<file path="config.mk">
export PLATFORM = sky130hd
export DESIGN_NAME = pwmc_channel
export DESIGN_NICKNAME = d
export VERILOG_FILES = /design/src/hdl/pwmc_pkg.sv /design/src/hdl/pwmc_channel.sv
export VERILOG_INCLUDE_DIRS = /design/src /design/src/hdl
export SDC_FILE = /design/constraint.sdc
export NUM_CORES = 1
export LEC_CHECK = 0
export CORE_ASPECT_RATIO = 0.75
export CORE_UTILIZATION = 30
export CTS_BUF_LIST = sky130_fd_sc_hd__clkbuf_2 sky130_fd_sc_hd__clkbuf_4 sky130_fd_sc_hd__clkbuf_8
export DETAILED_ROUTE_END_ITERATION = 8
export DONT_BUFFER_PORTS = 1
export SYNTH_ARGS = -nofsm -noshare
export SYNTH_HDL_FRONTEND = slang
export SYNTH_SLANG_ARGS = --single-unit
</file>
<file path="constraint.sdc">
create_clock -name i_ref_clk -period 3.9 [get_ports i_ref_clk]
set_input_delay 0.195 -clock i_ref_clk [delete_from_list [all_inputs] [get_ports i_ref_clk]]
set_output_delay 0.195 -clock i_ref_clk [all_outputs]
set_load 0.005 [all_outputs]
</file>
<file path="src/hdl/pwmc_consts.svh">
// Register offsets, field positions and reset values of the width measurement channel
`ifndef PWMC_CONSTS_SVH
`define PWMC_CONSTS_SVH

// Register word offsets on the plain register port
`define PWMC_A_POWER 4'h0
`define PWMC_A_PRESCALE 4'h1
`define PWMC_A_NFILT 4'h2
`define PWMC_A_MODE 4'h3
`define PWMC_A_START 4'h4
`define PWMC_A_STOP 4'h5
`define PWMC_A_ENSTAT 4'h6
`define PWMC_A_CAPTURE 4'h7
`define PWMC_A_COUNTER 4'h8
`define PWMC_A_STATUS 4'h9
`define PWMC_A_OUTCTL 4'ha

// Mode register fields
`define PWMC_CKS_HI 15
`define PWMC_CKS_LO 14
`define PWMC_MSPLIT_BIT 11
`define PWMC_EDGE_HI 7
`define PWMC_EDGE_LO 6

// Output control fields
`define PWMC_OC_ENABLE 0
`define PWMC_OC_MODE 1
`define PWMC_OC_LEVEL 2
`define PWMC_OC_VALUE 3

// Edge select patterns and clock source codes
`define PWMC_EDGE_LOW_W 2'h2
`define PWMC_EDGE_HIGH_W 2'h3
`define PWMC_CKS_CK0 2'h0
`define PWMC_CKS_CK1 2'h2
`define PWMC_CKS_CK2 2'h1
`define PWMC_CKS_CK3 2'h3

// Reset values and counter limits
`define PWMC_WORD_RST 16'h0000
`define PWMC_CNT_MAX 16'hffff
`define PWMC_CNT_ONE 16'h0001

`endif

</file>
<file path="src/hdl/pwmc_pkg.sv">
// Types shared by the width measurement channel
package pwmc_pkg;

    typedef enum logic [1:0] {
        PWMC_STOPPED = 2'b00,
        PWMC_WAIT = 2'b01,
        PWMC_COUNT = 2'b10
    } pwmc_phase_e;

    typedef struct packed {
        logic power;
        logic [15:0] prescale;
        logic nf_en;
        logic [15:0] mode;
        logic [3:0] outctl;
        logic enable;
        pwmc_phase_e phase;
        logic [15:0] cnt;
        logic [15:0] cap;
        logic ovf;
        logic ovf_int;
        logic [15:0] div;
        logic raw;
        logic filt;
        logic irq;
        logic tout;
        logic [15:0] rdata;
    } pwmc_state_s;

endpackage

</file>
<file path="src/hdl/pwmc_channel.sv">
// Input high/low width measurement channel with its unit power, prescaler and noise filter
// Overview of operation
// - Width equals count period times 10000H*overflow plus capture plus one.
// - Capture input sampled on selected operation clock; one cycle uncertainty.
// - Counter counts up only between start edge and following capture edge.
// - Start trigger sets enable status and waits for start edge.
// - Start edge clears counter to 0000H, then counts each count clock.
// - Capture edge copies counter to capture value and pulses interrupt.
// - Each capture sets overflow flag if counter wrapped, else clears it.
// - After capture counter holds capture plus one; waits again, repeats.
// - Several wraps still only set overflow flag to one.
// - Edge select 10B measures low width, 11B measures high width.
// - Clock select 00B/10B pick clocks 0/1; 01B/11B clocks 2/3 on channels 1,3.
// - Mode bit: master on channels 2,4,6, split on 1,3, else zero.
// - Power bit zero stops clock, ignores writes; one starts with channel stopped.
// - Noise filter bit switches capture input filter off or on.
// - Prescaler select sets the four shared prescaled clock rates.
// - Stop trigger clears enable, halts counting, holds counter and overflow.
// - Start and stop triggers self clear and read back as zero.
// - Status always readable; mode and output writes ignored while running.
// - Clearing power bit initialises every circuit and channel register.
`include "pwmc_consts.svh"
`timescale 1ns/1ps
`default_nettype none

module pwmc_channel #(
    parameter int CHANNEL = 1
) (
    input wire logic i_ref_clk,
    input wire logic i_rst,
    input wire logic [3:0] i_addr,
    input wire logic [15:0] i_wdata,
    input wire logic i_wr,
    input wire logic i_rd,
    input wire logic i_timer_capture_input,
    output logic [15:0] o_rdata,
    output logic o_channel_interrupt,
    output logic o_channel_enable_status,
    output logic o_timer_output
);

    // Refuse channel numbers the unit does not have
    if (CHANNEL < 0 || CHANNEL > 7) begin : g_bad_channel
        $error("pwmc_channel: CHANNEL must be 0 to 7");
    end

    // Channel-dependent capabilities
    localparam logic WIDE_CLK = (CHANNEL == 1) || (CHANNEL == 3);
    localparam logic HAS_MSPLIT = (CHANNEL == 1) || (CHANNEL == 2) || (CHANNEL == 3) ||
                                  (CHANNEL == 4) || (CHANNEL == 6);

    pwmc_pkg::pwmc_state_s s_q;
    pwmc_pkg::pwmc_state_s s_d;
    logic [3:0] ck_tick;
    logic op_tick;
    logic [1:0] cks;
    logic [1:0] edge_sel;
    logic rise;
    logic fall;
    logic start_edge;
    logic cap_edge;
    logic wr_start;
    logic wr_stop;

    // Four shared prescaled clocks as enables: clock k divides by 2**prescale[4*k +: 4]
    for (genvar k = 0; k < 4; k++) begin : g_presc
        logic [15:0] mask;
        assign mask = 16'(16'h0001 << s_q.prescale[4*k +: 4]) - `PWMC_CNT_ONE;
        assign ck_tick[k] = s_q.power && ((s_q.div & mask) == `PWMC_WORD_RST);
    end

    // Operation clock pick; codes for clocks 2 and 3 fall back to clock 0 on narrow channels
    assign cks = s_q.mode[`PWMC_CKS_HI:`PWMC_CKS_LO];
    always_comb begin
        unique case (cks)
            `PWMC_CKS_CK0: op_tick = ck_tick[0];
            `PWMC_CKS_CK1: op_tick = ck_tick[1];
            `PWMC_CKS_CK2: op_tick = WIDE_CLK ? ck_tick[2] : ck_tick[0];
            `PWMC_CKS_CK3: op_tick = WIDE_CLK ? ck_tick[3] : ck_tick[0];
        endcase
    end

    assign edge_sel = s_q.mode[`PWMC_EDGE_HI:`PWMC_EDGE_LO];
    assign wr_start = i_wr && s_q.power && (i_addr == `PWMC_A_START) && i_wdata[0];
    assign wr_stop = i_wr && s_q.power && (i_addr == `PWMC_A_STOP) && i_wdata[0];

    // Whole channel next state
    always_comb begin
        s_d = s_q;
        s_d.irq = 1'b0;
        rise = 1'b0;
        fall = 1'b0;
        start_edge = 1'b0;
        cap_edge = 1'b0;

        // Prescaler base counter runs only while the unit clock is supplied
        if (s_q.power) begin
            s_d.div = s_q.div + `PWMC_CNT_ONE;
        end

        // Input sampled only on operation clock ticks, so edges carry one tick of jitter
        if (op_tick) begin
            s_d.raw = i_timer_capture_input;
            // Filter needs two equal samples in a row; costs one tick of latency
            if (!s_q.nf_en || (s_q.raw == i_timer_capture_input)) begin
                s_d.filt = i_timer_capture_input;
            end
            rise = s_d.filt && !s_q.filt;
            fall = !s_d.filt && s_q.filt;
        end

        // High width starts on rise and captures on fall; low width the other way
        if (edge_sel == `PWMC_EDGE_HIGH_W) begin
            start_edge = rise;
            cap_edge = fall;
        end else if (edge_sel == `PWMC_EDGE_LOW_W) begin
            start_edge = fall;
            cap_edge = rise;
        end

        // Measurement sequence
        unique case (s_q.phase)
            pwmc_pkg::PWMC_STOPPED: begin
            end
            pwmc_pkg::PWMC_WAIT: begin
                if (start_edge) begin
                    s_d.cnt = `PWMC_WORD_RST;
                    s_d.ovf_int = 1'b0;
                    s_d.phase = pwmc_pkg::PWMC_COUNT;
                end
            end
            pwmc_pkg::PWMC_COUNT: begin
                if (op_tick) begin
                    // Count runs on while the capture takes place, leaving capture plus one
                    s_d.cnt = s_q.cnt + `PWMC_CNT_ONE;
                    if (s_q.cnt == `PWMC_CNT_MAX) begin
                        s_d.ovf_int = 1'b1; // Sticky; repeated wraps look like one
                    end
                end
                if (cap_edge) begin
                    s_d.cap = s_q.cnt;
                    s_d.irq = 1'b1;
                    // Flag describes the value just captured, including a wrap on this tick
                    s_d.ovf = s_q.ovf_int || (s_q.cnt == `PWMC_CNT_MAX);
                    s_d.phase = pwmc_pkg::PWMC_WAIT;
                end
            end
            default: begin
                s_d.phase = pwmc_pkg::PWMC_STOPPED;
            end
        endcase

        // Triggers act for one cycle and leave nothing stored
        if (wr_start && !s_q.enable) begin
            // A start while enabled is ignored: only pin edges restart a measurement
            s_d.enable = 1'b1;
            s_d.phase = pwmc_pkg::PWMC_WAIT;
        end
        if (wr_stop) begin
            s_d.enable = 1'b0; // Counter and overflow flag keep their values
            s_d.phase = pwmc_pkg::PWMC_STOPPED;
            s_d.cnt = s_q.cnt;
            s_d.ovf = s_q.ovf;
        end

        // Configuration writes, all ignored while the unit is powered down
        if (i_wr && s_q.power) begin
            unique case (i_addr)
                `PWMC_A_PRESCALE: s_d.prescale = i_wdata;
                `PWMC_A_NFILT: s_d.nf_en = i_wdata[0];
                `PWMC_A_MODE: begin
                    // Mode is frozen while running so the sequence cannot be corrupted
                    if (!s_q.enable) begin
                        s_d.mode = i_wdata;
                        s_d.mode[`PWMC_MSPLIT_BIT] = HAS_MSPLIT & i_wdata[`PWMC_MSPLIT_BIT];
                    end
                end
                `PWMC_A_OUTCTL: begin
                    if (!s_q.enable) begin
                        s_d.outctl = i_wdata[3:0];
                    end
                end
                default: begin
                end
            endcase
        end

        // Output pin logic; stays low when software leaves the output disabled
        s_d.tout = s_q.outctl[`PWMC_OC_ENABLE] &
                   (s_q.outctl[`PWMC_OC_VALUE] ^ s_q.outctl[`PWMC_OC_LEVEL]);

        // Power bit itself is always writable; clearing it wipes the unit
        if (i_wr && (i_addr == `PWMC_A_POWER)) begin
            s_d.power = i_wdata[0];
        end
        if (!s_d.power) begin
            s_d = '0;
        end
        // Powering up leaves the channel stopped
        if (i_wr && (i_addr == `PWMC_A_POWER) && i_wdata[0] && !s_q.power) begin
            s_d.enable = 1'b0;
            s_d.phase = pwmc_pkg::PWMC_STOPPED;
        end

        // Read data stands for the single cycle after the strobe; status always readable
        s_d.rdata = `PWMC_WORD_RST;
        if (i_rd) begin
            unique case (i_addr)
                `PWMC_A_POWER: s_d.rdata = {15'h0000, s_q.power};
                `PWMC_A_PRESCALE: s_d.rdata = s_q.prescale;
                `PWMC_A_NFILT: s_d.rdata = {15'h0000, s_q.nf_en};
                `PWMC_A_MODE: s_d.rdata = s_q.mode;
                `PWMC_A_ENSTAT: s_d.rdata = {15'h0000, s_q.enable};
                `PWMC_A_CAPTURE: s_d.rdata = s_q.cap;
                `PWMC_A_COUNTER: s_d.rdata = s_q.cnt;
                `PWMC_A_STATUS: s_d.rdata = {15'h0000, s_q.ovf};
                `PWMC_A_OUTCTL: s_d.rdata = {12'h000, s_q.outctl};
                default: s_d.rdata = `PWMC_WORD_RST; // Triggers and holes read zero
            endcase
        end
    end

    // Single state register
    always_ff @(posedge i_ref_clk or posedge i_rst) begin
        if (i_rst) begin
            s_q <= '0;
        end else begin
            s_q <= s_d;
        end
    end

    // Outputs straight from the state register
    assign o_rdata = s_q.rdata;
    assign o_channel_interrupt = s_q.irq;
    assign o_channel_enable_status = s_q.enable;
    assign o_timer_output = s_q.tout;
endmodule

`default_nettype wire

</file>
==> metrics.md <==
| Metric | Value |
|---|---|
| Die area | `0.0232 mm2` |
| H-tree levels | `3` |
| Synth cell types | `roughly 70` |
| Fin area | `0.00753 mm2` |
| Drt initial violations | `between 600 and 700` |
| HP Class | `in -> reg` |
| Routed Antenna Nets | `0` |
| Hold depth | `2` |
| Post-Syn Instances | `814` |
| Relative slew slack | `21.8%` |
| PwrDens | `about 290 mW/mm2` |
| Area delta synth->final | `11.0%` |
| Worst slack, placed | `0.111 ns` |
| CP Data Required Time | `4.22 ns` |
| CTS tree | `done` |
| Setup WS post-layout | `0.187 ns` |
| Synth Warn # | `0` |
| R2R Path End | `s_q[71]` |
| Register area share after synthesis | `about two fifths` |
| Final Non-Filler Cells | `roughly 1,100` |
| Leak Pwr | `2.96 nW` |
| Worst reg2reg path depth | `11` |
| Final TNS setup | `0 ns` |
| Max Cap Viol | `0` |
| Worst-Margin Slew | `1.17 ns` |
| # Post-CTS Setup Buffers | `0` |
| I/O pins | `44` |
| Mapped cell area | `0.00679 mm2` |
| CTS Root Cell | `clkbuf_8` |
| Clock skew | `~0.022 ns` |
| Post-route DRC violation count | `0` |
| Worst hold start | `i_wr` |
| Main flop type after synthesis | `dfrtp_1` |
| Total core area | `between 0.02 and 0.025 mm2` |
| Initial core utilization | `30.7%` |
| Sequential Area | `0.00275 mm2` |
| Ys async rst share | `100%` |
| RSZ-0062 raised after global routing | `false` |
| Multi-input gate area | `between 0.003 and 0.004 mm2` |
| Clock latency on the worst-skew pair | `0.41 ns` |
| Total Power | `between 2 and 2.5 mW` |
| Number of global-route vias before repair | `5,666` |
| Internal power | `1.49 mW` |
| Die Ht | `132 um` |
| Seq pwr share | `54.4%` |
| Seq cells post-synth | `110` |
| Overall routing resource usage | `17.7%` |
| Crit Path Max Fanout | `10` |
| NetSw | `0.675 mW` |
| Crit path capture type | `register` |
| Status | `complete, no violations` |
| Pin count of the biggest net entering global routing | `68` |
| Die Span X | `~180 um` |
| Switching part of the total | `between 30 and 40%` |
| Delay-heaviest family, CP | `compound AO/OA/AOI/OAI gates` |
| Final Hold Viols | `0` |
| Reg-to-reg startpoint | `s_q[107]` |
| Final GP Congestion | `~0.9` |
| Max Freq | `0.269 GHz` |
| Clock transition at the registers of the reported paths | `0.13 ns` |
| Num Clock Sinks | `110` |
| Nets | `834` |
| CP max-delay cell | `o41a_1` |
| First drt pass iteration count | `5` |
| Critical Setup Path Class | `reg -> reg` |
| Max clock buf depth | `2` |
| Vias post-DR | `roughly 6,100` |
| Final critical-path required period | `3.71 ns` |
| Vias per Instance | `around 5.6` |
| CP Launch Type | `register` |
| WP data arrival | `4.04 ns` |
| Slew Limit Fails | `0` |
| CTS buffer count | `9` |
| Buf/Inv on CP | `1` |
| Layout cell share with drive strength beyond 1 | `9.57%` |
| Critical path's largest stage delay | `about 0.5 ns` |
| Filler Cell Count | `about 2,300` |
| Post-layout util | `34.1%` |
| Initial antenna violation count | `1` |
| Reg-to-reg slack, setup | `between 0.15 and 0.2 ns` |
| # placed instances | `1,064` |
| Post-synth EDFFs | `0` |
| Combinational Power Share | `11.3%` |
| Syn Nets | `about 850` |
| Buffers on Ports | `0` |
| Detailed-route wire length per cell | `18.4 um` |
| Maximum vdd ir drop | `about 230 uV` |
| GRT overflow | `0` |
| First-pass GRT wire length | `32,600 um` |
| Worst hold endpoint | `s_q[93]` |
| WHS | `~0.022 ns` |
| # setup viols final | `0` |
| Clock power share | `34.2%` |
| Mean Syn Cell Area | `between 8 and 9 um2` |
| # rows | `47` |
| Crit path cell chain | `nor3_2 -> nand2_1 -> ha_2 -> buf_4 -> a32o_1 -> or4_1 -> o41a_1 -> a21o_1 -> o21a_1 -> or4b_1 -> a221oi_1` |
| Final WL | `20,200 um` |
| Post-DP Area | `roughly 0.0071 mm2` |
| Crit share post-route | `95.2%` |
| Detailed placement HPWL | `14,200 um` |
==> sequential cells by signal (all words and copies together), names as in the netlist <==
register,cells
cks,2
o_timer_output,1
o_channel_enable_status,1
s_q,87
o_channel_interrupt,1
o_rdata,16
edge_sel,2
==> layout make-up <==
cell class	instances	area share, %
inverters	21	1.08
diodes	1	0.0332
flip-flops and latches	110	36.6
clock inverters	7	1.18
clock buffers	9	1.64
multi-input cells	597	47.7
well taps	294	4.88
repair buffers	61	6.93
==> power by group through the flow <==
stage	Sequential, mW	Combinational (mW)	Clock (mW)
2_1_floorplan	1.18	0.162	0
3_3_place_gp	1.20	0.218	0
3_5_place_dp	1.20	0.220	0
4_1_cts	1.18	0.243	0.765
5_1_grt	1.18	0.272	0.799
6_report	1.18	0.245	0.740
==> cell usage in the layout (no fill, tap or decap), types with 3 or more instances in the layout <==
master	netlist	layout
nand2_1	125	125
dfrtp_1	110	109
a21oi_1	100	100
nor2_1	53	53
buf_4	20	40
o21ai_0	35	35
mux2i_1	25	25
inv_1	21	20
nand3_1	19	19
and3_1	19	19
o21a_1	19	19
dlygate4sd3_1	0	19
nor3_1	18	15
a222oi_1	12	12
nand2b_1	11	11
nor4b_1	11	9
a22oi_1	9	9
clkbuf_8	0	9
a21o_1	8	8
a31oi_1	8	8
ha_1	9	8
o31ai_1	6	6
xor2_1	6	6
xnor2_1	6	6
nand4_1	6	6
nor2b_1	6	6
o22ai_1	5	5
and2_1	5	4
nor3b_1	4	4
or3_1	4	4
and4_1	4	4
a211oi_1	4	4
nor3_2	0	3
a21boi_0	3	3
a41oi_1	3	3
nor4_1	4	3
o211ai_1	3	3
a221o_1	3	3
a221oi_1	4	3
clkinv_8	0	3
==> per-layer routing <==
layer / up-vias / global-route usage, % / wire (um)
li1: 2888 / - / -
met1: 2986 / 27.8 / 10100
met2: 251 / 24.2 / 8160
met3: 20 / 4.44 / 1820
met4: 0 / 3.00 / 173
met5: - / 0 / 0
==> Yosys cell counts (all sizes together) (5+ instances only) <==
cell | number | area share, %
ha | 9 | 1.7
a31oi | 8 | 0.74
o22ai | 5 | 0.46
and3 | 19 | 1.8
xnor2 | 6 | 0.77
a21oi | 100 | 7.4
a22oi | 9 | 1.0
o21ai | 38 | 2.9
nand3 | 19 | 1.4
o31ai | 6 | 0.66
inv | 21 | 1.2
xor2 | 6 | 0.77
nand2b | 11 | 1.0
nor2 | 54 | 3.0
clkbuf | 57 | 3.2
o21a | 19 | 2.1
a222oi | 12 | 1.8
nor3 | 18 | 1.3
mux2i | 25 | 3.7
nand4 | 6 | 0.55
nand2 | 125 | 6.9
buf | 29 | 3.0
nor2b | 6 | 0.55
and2 | 5 | 0.46
a21o | 8 | 0.88
dfrtp | 110 | 41
nor4b | 11 | 1.4
==> worst max-delay path by stage <==
stage | start | end | slack, ns | cells after the start
global route | s_q[95] | s_q[71] | 0.004 | 12
CTS | s_q[103] | s_q[71] | 0.09 | 12
global placement | s_q[108] | s_q[71] | 0.17 | 11
finish | s_q[107] | s_q[71] | 0.19 | 11
floorplan | s_q[109] | s_q[71] | 0.14 | 14
detailed placement | s_q[103] | s_q[71] | 0.11 | 12
==> cell families after synthesis <==
group | Yosys count | share of synthesized area (%)
buffers and inverters | 107 | 7.37
xor gates and xnor gates | 12 | 1.55
adders and majority gates | 9 | 1.66
muxes | 26 | 3.85
AOI/OAI and AO/OA | 249 | 23.5
DFF | 110 | 40.6
and+or+nand+nor | 301 | 21.5
==> timing repair <==
item | CTS | global route
gates resized for setup | 0 | 8
endpoints found under the hold margin | 75 | 0
endpoints found under the setup margin | 0 | 18
hold buffers | 19 | 0
(Power assumes the default switching activity.)
